### src/mpc_pkg.sv
package mpc_pkg;

   // Power states of the module sequencer.
   typedef enum logic [1:0] {
      MPC_OFF = 2'b00,
      MPC_RAMP = 2'b01,
      MPC_ON = 2'b10,
      MPC_HOLD = 2'b11
   } mpc_state_t;

   // Button action selections.
   localparam logic [1:0] MPC_ACT_TOGGLE = 2'h0;
   localparam logic [1:0] MPC_ACT_ON_ONLY = 2'h1;
   localparam logic [1:0] MPC_ACT_OFF_ONLY = 2'h2;
   localparam logic [1:0] MPC_ACT_IGNORE = 2'h3;

   // Clock rate and sequencing times.
   localparam int MPC_CLK_MHZ = 100;
   localparam int MPC_RAMP_US = 10;
   localparam int MPC_RAMP_CYCLES = MPC_RAMP_US * MPC_CLK_MHZ;
   localparam int MPC_CNT_W = 16;
   localparam int MPC_SYNC_STAGES = 2;

endpackage

### src/mpc_sync_if.sv
`timescale 1ns/1ps
`default_nettype none
interface mpc_sync_if;
   logic power_good_raw;
   logic power_button_raw_n;
   logic power_good;
   logic power_button_n;
   modport sync (input power_good_raw, input power_button_raw_n,
      output power_good, output power_button_n);
   modport user (output power_good_raw, output power_button_raw_n,
      input power_good, input power_button_n);
endinterface
`default_nettype wire

### src/mpc_power_control.sv
// Functional notes
// - Onboard sequencing starts only while power good is high.
// - Internal reset stays asserted while power good is driven low.
// - Supply-on request goes low whenever the main supply must be on.
// - A button press is an operator request to turn power on or off.
// - The action taken on a button press is selected by configuration.
`timescale 1ns/1ps
`default_nettype none
module mpc_power_control
   import mpc_pkg::*;
(
   input wire logic ref_clk,
   input wire logic reset_n,
   input wire logic power_good_in,
   input wire logic power_button_n,
   input wire logic [1:0] button_action,
   output logic supply_on_request_n,
   output logic module_reset_n,
   output logic sequencing_active,
   output logic power_on
);

   mpc_sync_if sif ();
   mpc_state_t state;
   mpc_state_t next_state;
   logic good_sync;
   logic button_sync_n;
   logic button_prev_n;
   logic press;
   logic press_up;
   logic press_down;
   logic ramp_done;
   logic [MPC_CNT_W-1:0] ramp_count;
   logic next_supply_on_request_n;
   logic next_module_reset_n;
   logic next_sequencing_active;
   logic next_power_on;

   ////////////////////////////////////////////////////////////////////////////
   // Input synchronisation.

   assign sif.power_good_raw = power_good_in;
   assign sif.power_button_raw_n = power_button_n;

   mpc_input_sync u_sync (
      .ref_clk(ref_clk),
      .reset_n(reset_n),
      .sif(sif)
   );

   // Only these synchronised views of the carrier pins feed any decision below.
   assign good_sync = sif.power_good;
   assign button_sync_n = sif.power_button_n;

   // The previous level resets released, so leaving reset never looks like a press.
   always_ff @(posedge ref_clk) begin
      if (!reset_n) begin
         button_prev_n <= 1'h1;
      end else begin
         button_prev_n <= button_sync_n;
      end
   end

   // A press is the falling edge of the synchronised button level.
   assign press = button_prev_n && !button_sync_n;

   ////////////////////////////////////////////////////////////////////////////
   // Button action decode.

   // The configured action decides in which direction a press may switch power.
   always_comb begin
      press_up = 1'h0;
      press_down = 1'h0;
      case (button_action)
         MPC_ACT_TOGGLE: begin
            press_up = press;
            press_down = press;
         end
         MPC_ACT_ON_ONLY: begin
            press_up = press;
         end
         MPC_ACT_OFF_ONLY: begin
            press_down = press;
         end
         MPC_ACT_IGNORE: begin
            press_up = 1'h0;
            press_down = 1'h0;
         end
         default: begin
            press_up = 1'h0;
            press_down = 1'h0;
         end
      endcase
   end

   ////////////////////////////////////////////////////////////////////////////
   // Power state sequencing.

   always_comb begin
      next_state = state;
      case (state)
         MPC_OFF: begin
            // Standby only; the supply request is released.
            if (press_up) begin
               next_state = MPC_HOLD;
            end
         end
         MPC_HOLD: begin
            // Supply is requested; wait for power good before sequencing.
            if (good_sync) begin
               next_state = MPC_RAMP;
            end else if (press_down) begin
               next_state = MPC_OFF;
            end
         end
         MPC_RAMP: begin
            // Presses are ignored here so a half-sequenced module is never cut.
            if (!good_sync) begin
               next_state = MPC_HOLD;
            end else if (ramp_done) begin
               next_state = MPC_ON;
            end
         end
         MPC_ON: begin
            // Loss of power good keeps the request so the rails may come back.
            if (press_down) begin
               next_state = MPC_OFF;
            end else if (!good_sync) begin
               next_state = MPC_HOLD;
            end
         end
         default: begin
            next_state = MPC_OFF;
         end
      endcase
   end

   always_ff @(posedge ref_clk) begin
      if (!reset_n) begin
         state <= MPC_OFF;
      end else begin
         state <= next_state;
      end
   end

   ////////////////////////////////////////////////////////////////////////////
   // Ramp timer.

   // The timer runs only while the state stays in ramp and restarts on every entry.
   always_ff @(posedge ref_clk) begin
      if (!reset_n || next_state != MPC_RAMP || state != MPC_RAMP) begin
         ramp_count <= '0;
      end else begin
         ramp_count <= ramp_count + MPC_CNT_W'(1);
      end
   end

   assign ramp_done = (ramp_count == MPC_CNT_W'(MPC_RAMP_CYCLES - 1));

   ////////////////////////////////////////////////////////////////////////////
   // Output decode.

   // Output levels belong to the state about to be entered, so the pins move with it.
   always_comb begin
      next_supply_on_request_n = 1'h0;
      next_module_reset_n = 1'h0;
      next_sequencing_active = 1'h0;
      next_power_on = 1'h0;
      case (next_state)
         MPC_OFF: begin
            next_supply_on_request_n = 1'h1;
         end
         MPC_HOLD: begin
            next_supply_on_request_n = 1'h0;
         end
         MPC_RAMP: begin
            next_sequencing_active = 1'h1;
         end
         MPC_ON: begin
            next_module_reset_n = good_sync;
            next_power_on = 1'h1;
         end
         default: begin
            next_supply_on_request_n = 1'h1;
         end
      endcase
   end

   ////////////////////////////////////////////////////////////////////////////
   // Registered outputs.

   // The supply request stays low in every state but off, power loss included.
   always_ff @(posedge ref_clk) begin
      if (!reset_n) begin
         supply_on_request_n <= 1'h1;
      end else begin
         supply_on_request_n <= next_supply_on_request_n;
      end
   end

   // The module leaves reset only when fully on and power good still stands.
   always_ff @(posedge ref_clk) begin
      if (!reset_n) begin
         module_reset_n <= 1'h0;
      end else begin
         module_reset_n <= next_module_reset_n;
      end
   end

   always_ff @(posedge ref_clk) begin
      if (!reset_n) begin
         sequencing_active <= 1'h0;
      end else begin
         sequencing_active <= next_sequencing_active;
      end
   end

   always_ff @(posedge ref_clk) begin
      if (!reset_n) begin
         power_on <= 1'h0;
      end else begin
         power_on <= next_power_on;
      end
   end

endmodule
`default_nettype wire

### src/mpc_input_sync.sv
`timescale 1ns/1ps
`default_nettype none
module mpc_input_sync
   import mpc_pkg::*;
(
   input wire logic ref_clk,
   input wire logic reset_n,
   mpc_sync_if.sync sif
);

   logic [MPC_SYNC_STAGES-1:0] good_pipe;
   logic [MPC_SYNC_STAGES-1:0] button_pipe;

   // Two-stage synchronisers; button idles released (high) after reset.
   always_ff @(posedge ref_clk) begin
      if (!reset_n) begin
         good_pipe <= '0;
         button_pipe <= '1;
      end else begin
         good_pipe <= {good_pipe[MPC_SYNC_STAGES-2:0], sif.power_good_raw};
         button_pipe <= {button_pipe[MPC_SYNC_STAGES-2:0], sif.power_button_raw_n};
      end
   end

   assign sif.power_good = good_pipe[MPC_SYNC_STAGES-1];
   assign sif.power_button_n = button_pipe[MPC_SYNC_STAGES-1];

endmodule
`default_nettype wire

### config.mk
export PLATFORM = sky130hd
export DESIGN_NAME = mpc_power_control
export DESIGN_NICKNAME = d
export VERILOG_FILES = /design/src/mpc_pkg.sv /design/src/mpc_sync_if.sv /design/src/mpc_power_control.sv /design/src/mpc_input_sync.sv
export SDC_FILE = /design/constraint.sdc
export NUM_CORES = 1
export LEC_CHECK = 0
export BUFFER_PORTS_ARGS = -buffer_cell sky130_fd_sc_hd__buf_2
export CAP_MARGIN = 5
export CORE_UTILIZATION = 25
export DETAILED_ROUTE_END_ITERATION = 10
export PLACE_DENSITY_LB_ADDON = 0.2
export SYNTH_ARGS = -nofsm -noshare
export SYNTH_HDL_FRONTEND = slang
export SYNTH_HIERARCHICAL = 1
export SYNTH_SLANG_ARGS = --single-unit
### constraint.sdc
create_clock -name ref_clk -period 1.8 [get_ports ref_clk]
set_input_delay 0.18 -clock ref_clk [delete_from_list [all_inputs] [get_ports ref_clk]]
set_output_delay 0.18 -clock ref_clk [all_outputs]
set_load 0.02 [all_outputs]
==> flow_summary.json, run 1 <==
{
  "status": "finished clean",
  "synth_warnings": 6,
  "dieArea_mm2": 0.00474,
  "clk_root_buffer_cell": "clkbuf_8",
  "drc_errors": 0,
  "yosysSeqAreaShare_pct": 48.4,
  "max_cap_violations": 0,
  "num_io_pins": 10,
  "gp_congestion": 0.776,
  "grt_pass1_wl_um": 3650,
  "skew_ps": 5.00,
  "power_w": 0.00102,
  "fin_crit_sh_pct": 93.7,
  "routed_wl_um": 2090,
  "clkSlewWorstSetupHoldPaths_ps": 100,
  "p_leak_nw": 0.417,
  "rr_startpoint": "ramp_count[0]",
  "min_period_ps": 1690,
  "fin_nets": 135,
  "ant_nets": 0,
  "track_usage_pct": 10.6,
  "synth_seq_cells": 27,
  "rows": 23,
  "vdd_drop_max_v": 0.000482,
  "gr-total-overflow": 0,
  "pre_cts_slack_ps": 93.4,
  "final_cells": 177,
  "rsz0062_at_grt": "yes",
  "firstDrtPassIters": 4,
  "io_buffers": 9,
  "postPlaceCellArea_mm2": 0.00121,
  "dp.cells": 173,
  "crit_chain": "ha_1 -> nor4b_1 -> nand4_1 -> and3_1 -> and3_1",
  "crit_end": "ramp_count[1]",
  "setup_viol": 0,
  "chipHeight_um": 68.8,
  "startpoint": "ramp_count[0]",
  "critical_path_arrival_ps": 1870,
  "fp.dieW_um": 68.8,
  "maxSlewHeadroom_pct": 75.6,
  "crit_slowest_cell": "dfxtp_1",
  "pwr_density_cell_mw_per_mm2": 807,
  "grt_pass1_vias": 810,
  "core_area_mm2": 0.00414,
  "rr_worst_depth": 5,
  "post-dp-hpwl_um": 1470,
  "synth_nets": 123,
  "hold_class": "in2reg",
  "worst_setup_path_end_kind": "flop",
  "clock_latency_ps": 270,
  "dr_total_vias": 851,
  "rrSetupSlack_ps": 110,
  "cts.path.max_buffers": 2,
  "synth_cell_types": 35,
  "cp_slowest_stage_delay_ps": 390,
  "worst_setup_path_start_kind": "flop",
  "worstMarginPinSlew_ps": 363,
  "grt_max_degree": 17,
  "clock_sinks": 27,
  "yosys.area.top_type_share_pct": 48.4,
  "drt_iter0_drc": 21,
  "area_growth_pct": 13.5,
  "final_layout_size_suffix_gt1_share_pct": 15.7,
  "cp.required_ps": 1980,
  "fmax_ghz": 0.593,
  "synthTopCellsByArea": "dfxtp_1 (48%), xnor2_1 (5.5%), nor2_1 (5.0%), xor2_1 (4.7%), nand3_1 (3.1%)",
  "h-tree-depth": 1,
  "synth.cell_area_mm2": 0.00112,
  "cts_buffers": 3,
  "antenna_found_initial": 0,
  "cts_tree": "done",
  "holdBufCountCts": 0,
  "synth_top_area_cell": "dfxtp_1",
  "antennaDiodeCount": 0,
  "final_hold_viol_count": 0,
  "worstPathMaxFanout": 5,
  "synthesis.instances": 116,
  "avgSynthCellArea_um2": 9.62,
  "wl_per_cell_um": 11.8,
  "crit_type": "reg2reg",
  "cpMostUsedCell": "and3_1",
  "routed_via_density": 4.81,
  "initial_core_util_pct": 26.9,
  "timing.rr.end": "ramp_count[1]",
  "fin_ws_ps": 113,
  "postLayoutCellArea_mm2": 0.00127,
  "slew_viol_final": 0
}
-- layout make-up --
| cell class | count | area (um2) |
|---|---|---|
| clock buffer | 3 | 41.3 |
| tap | 50 | 62.6 |
| inverter | 1 | 3.75 |
| timing repair buffer | 9 | 45.0 |
| multi-input combinational | 86 | 566 |
| sequential | 27 | 541 |
| clock inverter | 1 | 7.51 |
| fill | 465 | 2880 |
-- where the power goes --
| group | leakage [nW] | internal, W | total (W) | switching, W |
|---|---|---|---|---|
| combinational | 0.177 | 0.0000203 | 0.0000457 | 0.0000254 |
| sequential | 0.219 | 0.000612 | 0.000622 | 0.0000106 |
| clock | 0.0217 | 0.000157 | 0.000353 | 0.000196 |
-- cell usage in the layout, fill, tap and decap left out, types with 2 or more instances in the layout --
cell / instances
and2_1: 4
nand4_1: 4
dfxtp_1: 27
nand2_1: 7
or3_1: 2
clkbuf_8: 3
xnor2_1: 7
nand2b_1: 3
nor4_1: 4
nor3_1: 3
nand3_1: 7
o21a_1: 2
nor2_1: 15
xor2_1: 6
buf_2: 9
and3_1: 2
-- sequential cells by signal, summed over array words and instances (netlist names) --
| name | count |
|---|---|
| module_reset_n | 1 |
| sequencing_active | 1 |
| power_on | 1 |
| ramp_count | 16 |
| supply_on_request_n | 1 |
| button_prev_n | 1 |
| state | 2 |
| u_sync/good_pipe | 2 |
| u_sync/button_pipe | 2 |
-- how the worst min path moves through the flow --
stage                               from               endpoint  cells after the start
after floorplan                  reset_n  u_sync/button_pipe[0]                      1
after global placement    power_button_n  u_sync/button_pipe[0]                      2
after detailed placement  power_button_n  u_sync/button_pipe[0]                      2
after CTS                 power_button_n  u_sync/button_pipe[0]                      2
after global routing      power_button_n  u_sync/button_pipe[0]                      2
final                     power_button_n  u_sync/button_pipe[0]                      2
-- per-layer routing --
layer	GRT usage (%)	wire, um	vias up
li1	-	-	432
met1	12.7	1010	395
met2	17.4	958	22
met3	3.95	103	2
met4	3.06	17	0
met5	0	0	-
-- cell usage after synthesis --
| master | number |
|---|---|
| o21ai_0 | 1 |
| nand2b_1 | 3 |
| or2_2 | 1 |
| or3_1 | 2 |
| nand3_2 | 1 |
| mux2i_1 | 1 |
| and4b_1 | 1 |
| o21a_1 | 2 |
| or2_1 | 1 |
| nand4_2 | 2 |
| nor4_1 | 4 |
| nand2_1 | 7 |
| nand3_1 | 7 |
| nor2_1 | 15 |
| nor3b_1 | 1 |
| ha_1 | 1 |
| a21oi_1 | 1 |
| dfxtp_1 | 27 |
| buf_4 | 2 |
| nor4b_1 | 1 |
| xor2_1 | 6 |
| and2_1 | 4 |
| and4_2 | 1 |
| a21oi_2 | 1 |
| xnor2_1 | 7 |
| or2_0 | 1 |
| and3_1 | 2 |
| and4bb_1 | 1 |
| o211ai_1 | 1 |
| nor3_1 | 3 |
| nand4_1 | 4 |
| or3b_2 | 1 |
| a211oi_1 | 1 |
| and4_1 | 1 |
| inv_1 | 1 |
-- what timing repair did --
item / 4_1_cts / 5_1_grt
gates resized for setup: 0 / 1
endpoints found under the setup margin: 0 / 15
setup buffers: 0 / 0
-- metrics by stage --
| stage | hold slack [ps] | utilization [%] | TNS, ps |
|---|---|---|---|
| 2_1_floorplan | 253 | - | 0 |
| 3_3_place_gp | 363 | 29.2 | 0 |
| 3_5_place_dp | 366 | 29.2 | 0 |
| 4_1_cts | 71.3 | 30.3 | 0 |
| 5_1_grt | 63.8 | 30.6 | -42.1 |
| 6_report | 75.5 | 30.6 | 0 |
-- worst max-delay path: cells and delay by family, from the launching register on --
family                   cells  cell delay [ps]
adder cells (fa/ha/maj)      1              260
flip-flops                   1              390
AND/OR/NAND/NOR              4              940
-- logic make-up after synthesis --
group | Yosys count | synth area share [%]
buffers and inverters | 3 | 1.68
AND/OR/NAND/NOR | 64 | 33.3
multiplexers | 1 | 0.897
XOR/XNOR | 13 | 10.2
AO/OA/AOI/OAI | 7 | 4.37
flip-flops | 27 | 48.4
adder cells (fa/ha/maj) | 1 | 1.12
Power figures use the tool's default switching activity.
==> run 2: changes to the inputs <==
MAX_ROUTING_LAYER = met4   (was unset)
==> flow_summary.json, run 2 (synthesis gave the netlist of run 1 again) <==
{
  "worstMarginPinSlew_ps": 363,
  "initial_core_util_pct": 26.9,
  "wl_per_cell_um": 11.8,
  "rows": 23,
  "clkSlewWorstSetupHoldPaths_ps": 100,
  "critical_path_arrival_ps": 1870,
  "clock_sinks": 27,
  "fp.dieW_um": 68.8,
  "maxSlewHeadroom_pct": 75.6,
  "p_leak_nw": 0.417,
  "routed_via_density": 4.80,
  "firstDrtPassIters": 4,
  "worst_setup_path_start_kind": "flop",
  "layout_commonest_cell": "dfxtp_1",
  "status": "finished clean",
  "min_period_ps": 1690,
  "h-tree-depth": 1,
  "drc_errors": 0,
  "rsz0062_at_grt": "yes",
  "cts_tree": "done",
  "final_layout_size_suffix_gt1_share_pct": 15.7,
  "mostFrequentLayoutCells": "dfxtp_1 (27), nor2_1 (15), buf_2 (9)",
  "gr-total-overflow": 0,
  "io_buffers": 9,
  "fin_crit_sh_pct": 93.7,
  "grt_pass1_wl_um": 3650,
  "post-dp-hpwl_um": 1470,
  "track_usage_pct": 10.9,
  "grt_max_degree": 17,
  "routed_wl_um": 2090,
  "clock_latency_ps": 270,
  "num_io_pins": 10,
  "cts.path.max_buffers": 2,
  "worstPathMaxFanout": 5,
  "final_hold_viol_count": 0,
  "area_growth_pct": 13.5,
  "holdWs_ps": 75.5,
  "antennaDiodeCount": 0,
  "chipHeight_um": 68.8,
  "skew_ps": 5.26,
  "critical-path-top-delay-family": "simple AND/OR/NAND/NOR gates",
  "setup_viol": 0,
  "cts_setup_buffers": 0,
  "crit_type": "reg2reg",
  "crit_chain": "ha_1 -> nor4b_1 -> nand4_1 -> and3_1 -> and3_1",
  "cp_slowest_stage_delay_ps": 390,
  "vdd_drop_max_v": 0.000482,
  "largest_reg_flops": 16,
  "worst_setup_path_end_kind": "flop",
  "postLayoutCellArea_mm2": 0.00127,
  "clk_root_buffer_cell": "clkbuf_8",
  "cpMostUsedCell": "and3_1",
  "fin_util_pct": 30.6,
  "postPlaceCellArea_mm2": 0.00121,
  "fin_nets": 135,
  "max_cap_violations": 0,
  "holdBufCountCts": 0,
  "largest_register": "ramp_count",
  "fin_setup_tns_ps": 0,
  "dr_total_vias": 850,
  "gp_congestion": 0.787,
  "core_area_mm2": 0.00414,
  "ant_nets": 0,
  "pwr_density_cell_mw_per_mm2": 806,
  "cp.required_ps": 1980,
  "fmax_ghz": 0.593,
  "drt_iter0_drc": 21,
  "antenna_found_initial": 0,
  "dieArea_mm2": 0.00474,
  "slew_viol_final": 0,
  "crit_slowest_cell": "dfxtp_1",
  "grt_pass1_vias": 812,
  "cts_buffers": 3,
  "crit_buf_inv": 0,
  "hold_class": "in2reg"
}
==> run 2: worst paths after layout <==
kind / from / end / slack, ps / cells after the start
worst min register to register: u_sync/button_pipe[0] / u_sync/button_pipe[1] / 420 / 1
worst max register to register: ramp_count[0] / ramp_count[1] / 110 / 5
worst min-delay path: power_button_n / u_sync/button_pipe[0] / 80 / 2
worst max-delay path: ramp_count[0] / ramp_count[1] / 110 / 5
==> run 2: layout make-up <==
class / instances / area, um2
fillers: 465 / 2880
clock buffers: 3 / 41.3
flip-flops and latches: 27 / 541
multi-input cells: 86 / 566
well taps: 50 / 62.6
inverters: 1 / 3.75
clock inverters: 1 / 7.51
repair buffers: 9 / 45.0
==> run 2: metrics by stage <==
step,total power (W),instances,setup slack (ps)
6_report,0.00102,177,113
5_1_grt,0.00107,177,-42.1
3_3_place_gp,0.000680,173,173
2_1_floorplan,0.000662,116,294
4_1_cts,0.00103,177,87.8
3_5_place_dp,0.000681,173,93.4
==> run 2: timing repair <==
item / in CTS / in global routing
endpoints found under the hold margin: 0 / 0
resized for setup: 0 / 1
setup endpoints to repair: 0 / 15
==> run 2: metal layers <==
layer,part of all wire (%),routed length [um],vias to the layer above,track usage (%)
met1,48,1010,394,12.7
met3,4.9,102,2,3.95
met2,46,960,22,17.4
li1,-,-,432,-
met5,0,0,-,-
met4,0.81,17,0,3.06
==> run 2: report_power, final <==
group	internal, W	switching, W
Sequential	0.000612	0.0000106
Clock	0.000157	0.000196
Combinational	0.0000203	0.0000254
